**src/bss_defs.svh**
```systemverilog
/*
 * Constants for the burst and sweep sequencer: trigger sources, burst
 * types, count limits and timing counts. Included by the package.
 */
`ifndef BSS_DEFS_SVH
`define BSS_DEFS_SVH

`define BSS_BURST_MAX        16'd50000
`define BSS_SRC_EXT          2'h0
`define BSS_SRC_TIMER        2'h1
`define BSS_SRC_KEY          2'h2
`define BSS_SRC_BUS          2'h3
`define BSS_TYPE_COUNTED     2'h0
`define BSS_TYPE_INFINITE    2'h1
`define BSS_TYPE_GATED       2'h2
`define BSS_TRIG_OUT_NS      500
`define BSS_CLK_NS           100
`define BSS_TRIG_OUT_CYC     ((`BSS_TRIG_OUT_NS + `BSS_CLK_NS - 1) / `BSS_CLK_NS)

`endif

```
**src/bss_pkg.sv**
```systemverilog
/*
 * Types of the burst and sweep sequencer.
 * Assumes bss_defs.svh is on the include path.
 */
`include "bss_defs.svh"

package bss_pkg;
    typedef enum logic [3:0] {
        BSS_IDLE  = 4'b0001,
        BSS_RUN   = 4'b0010,
        BSS_DRAIN = 4'b0100,
        BSS_SWEEP = 4'b1000
    } bss_state_t;
endpackage

```
**src/bss_edge_sync.sv**
```systemverilog
/*
 * Two-stage synchroniser with selectable edge detection for the trigger
 * input. Assumes an asynchronous pin on its input and sys_clk domain.
 */
`timescale 1ns/10ps

module bss_edge_sync (
    input  wire logic sys_clk,
    input  wire logic rstn,
    input  wire logic clk_en,
    input  wire logic pin_in,
    input  wire logic falling_sel,
    output logic      level,
    output logic      edge_pulse
);
    logic meta;
    logic stage2;
    logic prev;

    always_ff @(posedge sys_clk) begin
        if (!rstn) begin
            meta   <= 1'b0;
            stage2 <= 1'b0;
            prev   <= 1'b0;
        end else if (clk_en) begin
            meta   <= pin_in;
            stage2 <= meta;
            prev   <= stage2;
        end
    end

    assign level      = stage2;
    assign edge_pulse = clk_en && (falling_sel ? (prev && !stage2) : (!prev && stage2));
endmodule // bss_edge_sync

```
**src/bss_sequencer.sv**
```systemverilog
/*
 * Burst and sweep sequencer: decides when waveform cycles are emitted,
 * drives sync and the trigger output. Assumes a waveform engine that
 * reports cycle_done at the start-phase sample and sweep_done at sweep end.
 */
// Contract
// - Sync goes high at each sweep start
// - Marker off: sync low at sweep midpoint
// - Marker on: sync low at marker frequency
// - Marker accepted only between start and stop
// - Counted burst 1..50000 cycles, trigger started
// - Infinite count runs continuously after trigger
// - Four trigger sources selectable
// - Trigger pin may output internal trigger pulse
// - Bursts start and end at start phase
// - 0 deg first sample, 360 last sample
// - Gated: continuous output while gate asserted
// - Gate off: finish cycle, hold start level
// - Noise gated: stop immediately on gate off
// - Three burst types: counted, infinite, gated
// - Trigger edge polarity selectable
// - External trigger: one sweep per pulse; code ignores the pin edge while trig_out_en is set
// - Internal trigger: sweeps repeat continuously
`timescale 1ns/10ps
`include "bss_defs.svh"

module bss_sequencer
    import bss_pkg::*;
#(
    parameter int REC_W   = 16,
    parameter int FREQ_W  = 32,
    parameter int TIMER_W = 32
) (
    input  wire logic               sys_clk,
    input  wire logic               rstn,
    input  wire logic               clk_en,
    input  wire logic               sweep_mode,
    input  wire logic [1:0]         burst_type,
    input  wire logic [15:0]        burst_count,
    input  wire logic [1:0]         trig_src,
    input  wire logic               trig_falling,
    input  wire logic               trig_out_en,
    input  wire logic               noise_sel,
    input  wire logic               marker_en,
    input  wire logic [FREQ_W-1:0]  start_freq,
    input  wire logic [FREQ_W-1:0]  stop_freq,
    input  wire logic [FREQ_W-1:0]  marker_freq,
    input  wire logic [FREQ_W-1:0]  cur_freq,
    input  wire logic               sweep_half,
    input  wire logic               sweep_done,
    input  wire logic [TIMER_W-1:0] timer_period,
    input  wire logic               key_trig,
    input  wire logic               bus_trig,
    input  wire logic [15:0]        phase_in,
    input  wire logic [REC_W-1:0]   rec_last,
    input  wire logic               cycle_done,
    input  wire logic               trig_pin_in,
    output logic                    trig_pin_out,
    output logic                    trig_pin_oe,
    output logic                    wave_run,
    output logic                    wave_restart,
    output logic [REC_W-1:0]        start_addr,
    output logic                    sync_out,
    output logic                    marker_ok,
    output logic                    busy
);
    localparam int TOC = `BSS_TRIG_OUT_CYC;

    // The phase product is 32 bits wide, so the record index stops at 20 bits
    if (REC_W < 2 || REC_W > 20 || FREQ_W < 1 || TIMER_W < 2) begin : g_bad_param
        $error("bss_sequencer: unsupported parameter values");
    end

    function automatic logic in_range(input logic [FREQ_W-1:0] f,
                                      input logic [FREQ_W-1:0] a,
                                      input logic [FREQ_W-1:0] b);
        in_range = (a <= b) ? (f >= a && f <= b) : (f >= b && f <= a);
    endfunction

    bss_state_t         state;
    logic               gate_lvl;
    logic               ext_edge;
    logic [TIMER_W-1:0] timer_cnt;
    logic               timer_tick;
    logic               trig;
    logic [15:0]        cyc_cnt;
    logic [7:0]         tout_cnt;
    logic               marker_hit;
    logic               gated;

    // ***************************************************************
    // Trigger selection
    // ***************************************************************
    bss_edge_sync u_sync (
        .sys_clk    (sys_clk),
        .rstn       (rstn),
        .clk_en     (clk_en),
        .pin_in     (trig_pin_in),
        .falling_sel(trig_falling),
        .level      (gate_lvl),
        .edge_pulse (ext_edge)
    );

    assign gated = !sweep_mode && burst_type == `BSS_TYPE_GATED;

    // Internal timer free-runs so its rate does not depend on burst length
    always_ff @(posedge sys_clk) begin
        if (!rstn) begin
            timer_cnt <= '0;
        end else if (clk_en) begin
            if (timer_tick)
                timer_cnt <= '0;
            else
                timer_cnt <= timer_cnt + TIMER_W'(1);
        end
    end
    assign timer_tick = (timer_cnt >= timer_period);

    always_comb begin
        unique case (trig_src)
            `BSS_SRC_EXT:   trig = ext_edge && !trig_out_en;
            `BSS_SRC_TIMER: trig = timer_tick;
            `BSS_SRC_KEY:   trig = key_trig;
            default:        trig = bus_trig;
        endcase
        if (gated || !clk_en)
            trig = 1'b0;
    end

    // ***************************************************************
    // Trigger output on the shared pin
    // ***************************************************************
    always_ff @(posedge sys_clk) begin
        if (!rstn) begin
            tout_cnt     <= '0;
            trig_pin_out <= 1'b0;
            trig_pin_oe  <= 1'b0;
        end else if (clk_en) begin
            trig_pin_oe <= trig_out_en && trig_src != `BSS_SRC_EXT && !gated;
            if (trig && trig_src != `BSS_SRC_EXT) begin
                tout_cnt     <= 8'(TOC);
                trig_pin_out <= 1'b1;
            end else if (tout_cnt > 8'h01) begin
                tout_cnt <= tout_cnt - 8'h01;
            end else begin
                tout_cnt     <= '0;
                trig_pin_out <= 1'b0;
            end
        end
    end

    // ***************************************************************
    // Start phase mapping and marker check
    // ***************************************************************
    always_ff @(posedge sys_clk) begin
        if (!rstn) begin
            start_addr <= '0;
            marker_ok  <= 1'b0;
        end else if (clk_en) begin
            // 0 maps to the first sample, 3600 tenths of a degree to the last
            start_addr <= REC_W'((32'(rec_last) * 32'(phase_in > 16'd3600 ? 16'd3600 : phase_in))
                                  / 32'd3600);
            marker_ok  <= in_range(marker_freq, start_freq, stop_freq);
        end
    end

    // ***************************************************************
    // Sequencer
    // ***************************************************************
    always_ff @(posedge sys_clk) begin
        if (!rstn) begin
            state        <= BSS_IDLE;
            cyc_cnt      <= '0;
            wave_run     <= 1'b0;
            wave_restart <= 1'b0;
            busy         <= 1'b0;
        end else if (clk_en) begin
            wave_restart <= 1'b0;
            unique case (state)
                BSS_IDLE: begin
                    wave_run <= 1'b0;
                    busy     <= 1'b0;
                    if (sweep_mode && (trig || trig_src == `BSS_SRC_TIMER)) begin
                        state        <= BSS_SWEEP;
                        wave_run     <= 1'b1;
                        wave_restart <= 1'b1;
                        busy         <= 1'b1;
                    end else if (gated ? gate_lvl : trig) begin
                        state        <= BSS_RUN;
                        cyc_cnt      <= (burst_count == 16'h0000) ? 16'h0001
                                      : (burst_count > `BSS_BURST_MAX) ? `BSS_BURST_MAX : burst_count;
                        wave_run     <= 1'b1;
                        wave_restart <= 1'b1;
                        busy         <= 1'b1;
                    end
                end
                BSS_RUN: begin
                    // Triggers are not looked at here, so a running burst is never extended
                    if (gated && !gate_lvl) begin
                        if (noise_sel) begin
                            state    <= BSS_IDLE;
                            wave_run <= 1'b0;
                        end else begin
                            state <= BSS_DRAIN;
                        end
                    end else if (burst_type == `BSS_TYPE_COUNTED && !gated && cycle_done) begin
                        if (cyc_cnt == 16'h0001) begin
                            state    <= BSS_IDLE;
                            wave_run <= 1'b0;
                            busy     <= 1'b0;
                        end else begin
                            cyc_cnt <= cyc_cnt - 16'h0001;
                        end
                    end
                    // Infinite count: no exit, runs until reconfigured
                    if (burst_type == `BSS_TYPE_INFINITE || sweep_mode)
                        wave_run <= 1'b1;
                end
                BSS_DRAIN: begin
                    if (cycle_done || noise_sel) begin
                        state    <= BSS_IDLE;
                        wave_run <= 1'b0;
                        busy     <= 1'b0;
                    end
                end
                BSS_SWEEP: begin
                    if (sweep_done) begin
                        state    <= BSS_IDLE;
                        wave_run <= 1'b0;
                        busy     <= 1'b0;
                    end
                end
            endcase
        end
    end

    // ***************************************************************
    // Sync output
    // ***************************************************************
    assign marker_hit = marker_ok && (start_freq <= stop_freq ? cur_freq >= marker_freq
                                                              : cur_freq <= marker_freq);

    always_ff @(posedge sys_clk) begin
        if (!rstn) begin
            sync_out <= 1'b0;
        end else if (clk_en) begin
            if (state == BSS_IDLE && sweep_mode && (trig || trig_src == `BSS_SRC_TIMER))
                sync_out <= 1'b1;
            else if (state == BSS_SWEEP && (marker_en ? marker_hit : sweep_half))
                sync_out <= 1'b0;
            else if (state == BSS_SWEEP && sweep_done)
                sync_out <= 1'b0;
        end
    end

    // ***************************************************************
    // Checks
    // ***************************************************************
    property p_sync_start;
        @(posedge sys_clk) disable iff (!rstn)
        (clk_en && state == BSS_IDLE && sweep_mode && trig) |=> sync_out && state == BSS_SWEEP;
    endproperty
    a_sync_start: assert property (p_sync_start) else $error("sync not raised at sweep start");

    property p_sync_half;
        @(posedge sys_clk) disable iff (!rstn)
        (clk_en && state == BSS_SWEEP && !marker_en && sweep_half) |=> !sync_out;
    endproperty
    a_sync_half: assert property (p_sync_half) else $error("sync not low at midpoint");

    property p_sync_marker;
        @(posedge sys_clk) disable iff (!rstn)
        (clk_en && state == BSS_SWEEP && marker_en && marker_hit) |=> !sync_out;
    endproperty
    a_sync_marker: assert property (p_sync_marker) else $error("sync not low at marker");

    property p_marker_range;
        @(posedge sys_clk) disable iff (!rstn)
        (clk_en && !in_range(marker_freq, start_freq, stop_freq)) |=> !marker_ok;
    endproperty
    a_marker_range: assert property (p_marker_range) else $error("marker outside range accepted");

    property p_burst_trig;
        @(posedge sys_clk) disable iff (!rstn)
        (state == BSS_IDLE && !sweep_mode && !gated && $past(state) == BSS_IDLE) ##1 state == BSS_RUN
            |-> $past(trig);
    endproperty
    a_burst_trig: assert property (p_burst_trig) else $error("burst started without trigger");

    property p_gate_off;
        @(posedge sys_clk) disable iff (!rstn)
        (clk_en && state == BSS_RUN && gated && !gate_lvl && noise_sel) |=> !wave_run ##1 !wave_run;
    endproperty
    a_gate_off: assert property (p_gate_off) else $error("noise not stopped at once");

    property p_drain;
        @(posedge sys_clk) disable iff (!rstn)
        (clk_en && state == BSS_DRAIN && cycle_done) |=> state == BSS_IDLE && !wave_run;
    endproperty
    a_drain: assert property (p_drain) else $error("gate stop not at cycle end");

    property p_no_retrig;
        @(posedge sys_clk) disable iff (!rstn)
        (clk_en && state == BSS_RUN && trig && !cycle_done) |=> $stable(cyc_cnt);
    endproperty
    a_no_retrig: assert property (p_no_retrig) else $error("trigger changed running burst");

    property p_gate_notrig;
        @(posedge sys_clk) disable iff (!rstn)
        gated |-> !trig;
    endproperty
    a_gate_notrig: assert property (p_gate_notrig) else $error("edge trigger in gated mode");

    c_sweep:  cover property (@(posedge sys_clk) disable iff (!rstn) state == BSS_SWEEP ##1 state == BSS_IDLE);
    c_burst:  cover property (@(posedge sys_clk) disable iff (!rstn) state == BSS_RUN ##1 state == BSS_IDLE);
    c_drain:  cover property (@(posedge sys_clk) disable iff (!rstn) state == BSS_DRAIN);
    c_toutp:  cover property (@(posedge sys_clk) disable iff (!rstn) trig_pin_oe && trig_pin_out);
endmodule // bss_sequencer

```
**config.mk**
```make
export PLATFORM = sky130hd
export DESIGN_NAME = bss_sequencer
export DESIGN_NICKNAME = d
export VERILOG_FILES = /design/src/bss_pkg.sv /design/src/bss_edge_sync.sv /design/src/bss_sequencer.sv
export VERILOG_INCLUDE_DIRS = /design/src
export SDC_FILE = /design/constraint.sdc
export NUM_CORES = 1
export LEC_CHECK = 0
export ABC_AREA = 1
export BUFFER_PORTS_ARGS = -buffer_cell sky130_fd_sc_hd__clkbuf_2
export CAP_MARGIN = 40
export CORE_ASPECT_RATIO = 1.75
export CORE_MARGIN = 10
export CORE_UTILIZATION = 60
export CTS_BUF_LIST = sky130_fd_sc_hd__clkbuf_2 sky130_fd_sc_hd__clkbuf_4 sky130_fd_sc_hd__clkbuf_8
export DETAILED_ROUTE_END_ITERATION = 8
export GPL_TIMING_DRIVEN = 1
export PLACE_DENSITY = 0.81
export RECOVER_POWER = 100
export SYNTH_ARGS = -nofsm -noshare
export SYNTH_HDL_FRONTEND = slang
export SYNTH_SLANG_ARGS = --single-unit
```
**constraint.sdc**
```tcl
create_clock -name sys_clk -period 33.1 [get_ports sys_clk]
set_input_delay 1.655 -clock sys_clk [delete_from_list [all_inputs] [get_ports sys_clk]]
set_output_delay 1.655 -clock sys_clk [all_outputs]
set_load 0.03 [all_outputs]
```
## Word level (Yosys, flattened, before mapping)

Index checks and enable logic that the tools add are counted.

- Bits in registers: 86
- Output and inout port bits: 23
- Logic and storage cells: 142

- $add $sub $neg: 3
- Multiply operators: 1
- Div/mod/pow operators: 1
- Order comparisons: 11
- Equality and inequality tests: 24
- Muxes and demuxes: 46
- Reductions and logical operators: 41

Operators with widths:

| cell | number |
|---|---|
| >= comparator 32 bit | 4 |
| less-or-equal comparator 32 bit | 4 |
| 2-to-1 mux 16 bit | 8 |
| adder 32 x 1 -> 32 bit (second input constant) | 1 |
| divider 32 x 12 -> 32 bit (second input constant) | 1 |
| multiplier 16 x 16 -> 32 bit | 1 |
| 2-to-1 mux 32 bit | 1 |
| case mux 16 bit (2 select lines) | 1 |
| 2-to-1 mux 4 bit | 7 |
| 2-to-1 mux 1 bit | 22 |
| logical AND 1 bit | 19 |
| != test 2 bit (second input constant) | 9 |
| AND reduction 6 bit | 3 |
| == test 16 x 1 -> 1 bit (second input constant) | 1 |
| greater-than comparator 16 x 12 -> 1 bit (second input constant) | 1 |
| greater-than comparator 16 bit (second input constant) | 1 |
| logical NOT 16 bit | 1 |
| 2-to-1 mux 8 bit | 2 |
| case mux 4 bit (4 select lines) | 1 |
| subtractor 16 x 1 -> 16 bit (second input constant) | 1 |
| != test 4 bit (second input constant) | 3 |
| != test 3 bit (second input constant) | 3 |
| greater-than comparator 8 x 1 -> 1 bit (second input constant) | 1 |
| case mux 1 bit (4 select lines) | 2 |
| other kinds (16) | 29 |

## Longest topological paths before layout

- Depth in word-level cells: 11
- Depth in mapped cells: 167
- Gate-level depth less buffers: 166

## By module

A second synthesis with hierarchy kept.

- Cell total of the unflattened synthesis: 3472
- Area, all modules: 22839.4 sq um

By module, submodules not included:

| module | times used | cells each | area each (sq um) | seq. area each (sq um) |
|---|---|---|---|---|
| bss_sequencer | 1 | 3451 | 22708.0 | 1661.6 |
| bss_edge_sync | 1 | 21 | 131.4 | 60.1 |

## Worst setup path after synthesis

Ideal clock, no wire load.

- Path kind: input to register
- Start: in phase_in[8]
- End: reg start_addr[0]
- Library setup time: 0.064 ns
- Data arrival time: 17.485 ns
- Data required time: 33.036 ns
- Slack: 15.551 ns
- Stages on the path: 133
- Buffers on the path: 1
- Path through: nor4_1 > o21ai_0 > nand4_1 > nand2_1 > clkinv_1 > nand2_1 > inv_1 > clkbuf_1 > nand2_1 > fa_1 > inv_1 > fa_1 > inv_1 > fa_1 > inv_1 > fa_1 > fa_1 > inv_1 > [97 not listed] > nand3_2 > nor2_4 > nand2_4 > nand2_4 > nand2_4 > nand2_2 > nand2_2 > nor2_2 > nand2_2 > nand2_2 > nand2_2 > nand2_1 > nand2_1 > inv_1 > nand2_1 > nor2_1 > nor2_1 > nor2_1

- Cells in the longest elaborated chain, start to end: 4

Ends and longest elaborated chain:

| item | RTL line | text |
|---|---|---|
| start: declaration | bss_sequencer.sv:54 | `input wire logic [15:0] phase_in,` |
| greater-than comparator 16 x 12 -> 1 bit | bss_sequencer.sv:161 | `start_addr <= REC_W'((32'(rec_last) * 32'(phase_in > 16'd3600 ? 16'd3600 : phase_in))` |
| 2-to-1 mux 16 bit * | bss_sequencer.sv:161 |  |
| multiplier 16 x 16 -> 32 bit * | bss_sequencer.sv:161 |  |
| divider 32 x 12 -> 32 bit * | bss_sequencer.sv:162 | `/ 32'd3600);` |
| end signal: assignment | bss_sequencer.sv:161 |  |
| end: declaration | bss_sequencer.sv:62 | `output logic [REC_W-1:0] start_addr,` |

Every way passes the cells marked *; elsewhere a longest branch is shown, timed or not.
A chain may end at the register's enable or synchronous reset.

## Worst setup path after layout

Same ends and word-level chain as after synthesis.

==> impl_metrics.py <==
metrics = {
    "logic_synthesis": {
        "synth_top_cells_by_area": "sky130_fd_sc_hd__fa_1, sky130_fd_sc_hd__ha_1, sky130_fd_sc_hd__inv_1",
        "synthCells": 3455,
        "synth_flop_cell": "sky130_fd_sc_hd__dfxtp_1",
        "synth.largest_area_cell": "sky130_fd_sc_hd__fa_1",
        "post-synth-top-area-fraction": 0.1643,
        "syn-mean-instance-area_um2": 6.840,
        "async_flop_share": 0,
        "yosys_warnings": 0,
        "synth-seq-cells": 86,
        "synth.most_common_cell": "sky130_fd_sc_hd__inv_1",
        "yosys.cell_types.count": 75,
        "yosys-top-cells-count": "sky130_fd_sc_hd__inv_1, sky130_fd_sc_hd__nand2_1, sky130_fd_sc_hd__nor2_1, sky130_fd_sc_hd__ha_1, sky130_fd_sc_hd__fa_1",
        "netlist_area_mm2": 0.02363,
        "synth_enable_flop_cells": 0,
        "fraction_of_the_yosys_area_taken_by_sequential_cells": 0.07285,
    },
    "floorplan": {
        "rows": 96,
        "ioPinCount": 249,
        "core_region_area_mm2": 0.03904,
        "floorplan.initialDensity": 0.6054,
        "die_area_mm2": 0.04804,
        "horizontal_extent_of_the_die_um": 170.0,
        "floorplan_die_height_um": 282.6,
    },
    "detailed_routing": {
        "drtIter0Drc": 885,
        "drt_drc_violations_left": 0,
        "first_pass_detailed_route_iteration_total": 6,
        "route.final.wire_length_um": 62060,
        "final_routed_wire_length_divided_by_cell_count_um": 14.66,
        "via_count": 22478,
        "antenna_left": 0,
        "route.detailed.vias_per_inst": 5.311,
    },
    "place": {
        "count_of_buffers_from_port_buffering": 248,
        "numPlacedInstances": 4216,
        "placement.setup.worst_slack_ps": 13260,
        "hpwlAfterDp_um": 54200,
        "gp_routability_congestion": 0.9657,
    },
    "timing": {
        "timing.final.setup_violations": 0,
        "post-route-period-util": 0.6549,
        "worst_margin_pin_slew_ps": 1731,
        "period_needed_ps": 21680,
        "hold_slack_ps": 480.6,
        "achievable-frequency_mhz": 46.13,
        "postLayoutSetupSlackWorst_ps": 11420,
        "relSlewSlack": -0.1543,
        "setup_tns_ps": 0,
        "timing.clock.skew_ps": 16.10,
        "timing_max_transition_violations_final": 73,
        "hold_viol": 0,
        "rsz0062_at_grt": "no",
    },
    "finish": {
        "num_antenna_cells": 0,
        "drive_above_1_share": 0.1815,
        "areaGrowthSynthToFinish_pct": 8.365,
        "final_net_count": 4426,
        "filler_cell_count": 3703,
        "post_layout_nonfiller_instances": 4232,
    },
    "cts": {
        "cts_tree": "yes",
        "cts_hold_buffers": 0,
        "clockBufferDepth": 2,
        "clock_root_buffer": "sky130_fd_sc_hd__clkbuf_8",
        "cts_repair_resizes": 0,
        "cts-buffers-inserted": 9,
        "clock_latency_ps": 370,
        "post-cts-setup-buffer-count": 0,
        "path_clk_slew_ps": 90,
        "clock_sinks": 86,
        "htreeDepth": 3,
    },
    "setup_path": {
        "crit_path_max_fanout": 12,
        "cp_slowest_cell": "sky130_fd_sc_hd__xnor2_1",
        "setup.worst_path.class": "in2reg",
        "critical_path.max_stage_delay_ps": 720,
        "cp-end-kind": "flip-flop",
        "worst_setup_path_start_kind": "primary input",
        "worst_reg_to_reg_path_cell_count": 19,
        "crit_path_frequent_cell": "sky130_fd_sc_hd__nand2_4",
        "critical_path_required_ps": 33410,
        "critical_path.startpoint": "phase_in[8]",
        "cp.arrival_ps": 21990,
        "worst_r2r_startpoint": "timer_cnt[30]",
    },
    "global_routing": {
        "first_global_vias": 23689,
        "grt_overflow_total": 0,
        "globalRouteTotalUtil": 0.2618,
        "first_pass_grt_wire_length_um": 104500,
        "initial_antenna_violation_count": 0,
        "largest_net_degree_at_the_start_of_global_routing": 42,
    },
    "min_path": {
        "hold_path_class": "reg2reg",
        "hold_depth": 2,
        "min-delay-start": "wave_restart",
    },
    "run_status": {
        "violations": "capacitance limit, slew limit",
        "run_status": "finished with violations",
    },
    "run": {
        "maximum_capacitance_violations": 2,
    },
}
==> cell families (layout without fill, tap and decap cells) <==
| group | Yosys count | in the layout | synth area share |
|---|---|---|---|
| other cells | 2 | 64 | 0.0003178 |
| compound gates | 375 | 375 | 0.09291 |
| buf+inv | 812 | 1037 | 0.1348 |
| simple gates | 1642 | 1642 | 0.3640 |
| fa+ha+maj | 463 | 463 | 0.3067 |
| flops | 86 | 86 | 0.07285 |
| xor+xnor | 75 | 75 | 0.02843 |
==> state kept, by name, summed over array words and instances, names as in the netlist <==
name,count
cyc_cnt,16
u_sync.level,1
sync_out,1
start_addr,16
wave_restart,1
u_sync.prev,1
u_sync.meta,1
wave_run,1
trig_pin_out,1
timer_cnt,32
trig_pin_oe,1
marker_ok,1
state,4
tout_cnt,8
busy,1
==> metrics by stage <==
step | cell area, um^2 | util
finish | 25610 | 0.6561
CTS | 25750 | 0.6596
detailed placement | 25570 | 0.6550
global route | 25610 | 0.6561
floorplan | 23870 | -
global placement | 25570 | 0.6550
==> worst paths after layout <==
check | end | slack, ps
worst max register to register | cyc_cnt[11] | 29500
worst min-delay path | wave_restart | 480
worst min register to register | wave_restart | 480
worst max-delay path | start_addr[0] | 11420
==> metal layers <==
metal / global-route usage / routed length (um) / vias up
met5: 0 / 0 / -
met4: 0.1594 / 3980 / 0
met3: 0.03535 / 2816 / 240
met2: 0.5319 / 34480 / 551
met1: 0.2333 / 20780 / 10416
li1: - / - / 11271
==> layout by cell type, fill, tap and decap left out, types with 31 or more instances in the layout <==
cell,instances
sky130_fd_sc_hd__inv_1,696
sky130_fd_sc_hd__nand2_1,687
sky130_fd_sc_hd__nor2_1,296
sky130_fd_sc_hd__ha_1,269
sky130_fd_sc_hd__clkbuf_2,224
sky130_fd_sc_hd__fa_1,194
sky130_fd_sc_hd__nand3_1,160
sky130_fd_sc_hd__a21oi_1,158
sky130_fd_sc_hd__nand2_2,158
sky130_fd_sc_hd__o21ai_0,102
sky130_fd_sc_hd__dfxtp_1,86
sky130_fd_sc_hd__nand2_4,84
sky130_fd_sc_hd__conb_1,64
sky130_fd_sc_hd__nand4_1,56
sky130_fd_sc_hd__xor2_1,43
sky130_fd_sc_hd__inv_2,37
sky130_fd_sc_hd__nor2_2,36
sky130_fd_sc_hd__nor3_1,32
sky130_fd_sc_hd__nand3_2,31
sky130_fd_sc_hd__xnor2_1,31
==> area by class of cell <==
type | count | area [um^2] | area share
clock inverters | 6 | 45.04 | 0.001759
well taps | 490 | 613.1 | 0.02394
repair buffers | 253 | 1237 | 0.04832
clock buffers | 10 | 131.4 | 0.005130
multi-input cells | 2619 | 18870 | 0.7367
flip-flops and latches | 86 | 1722 | 0.06722
inverters | 768 | 2994 | 0.1169
==> worst max-delay path: cells and delay by family <==
kind                       cells  cell delay [ps]
AOI/OAI and AO/OA              6             2100
buffers and inverters         12             1240
and+or+nand+nor              109            12660
xor gates and xnor gates       1              720
adders and majority gates      7             3520
Power is left out: the tool's default activity adds up to more than one toggle a clock period on the data nets, which glitch-free logic cannot reach.
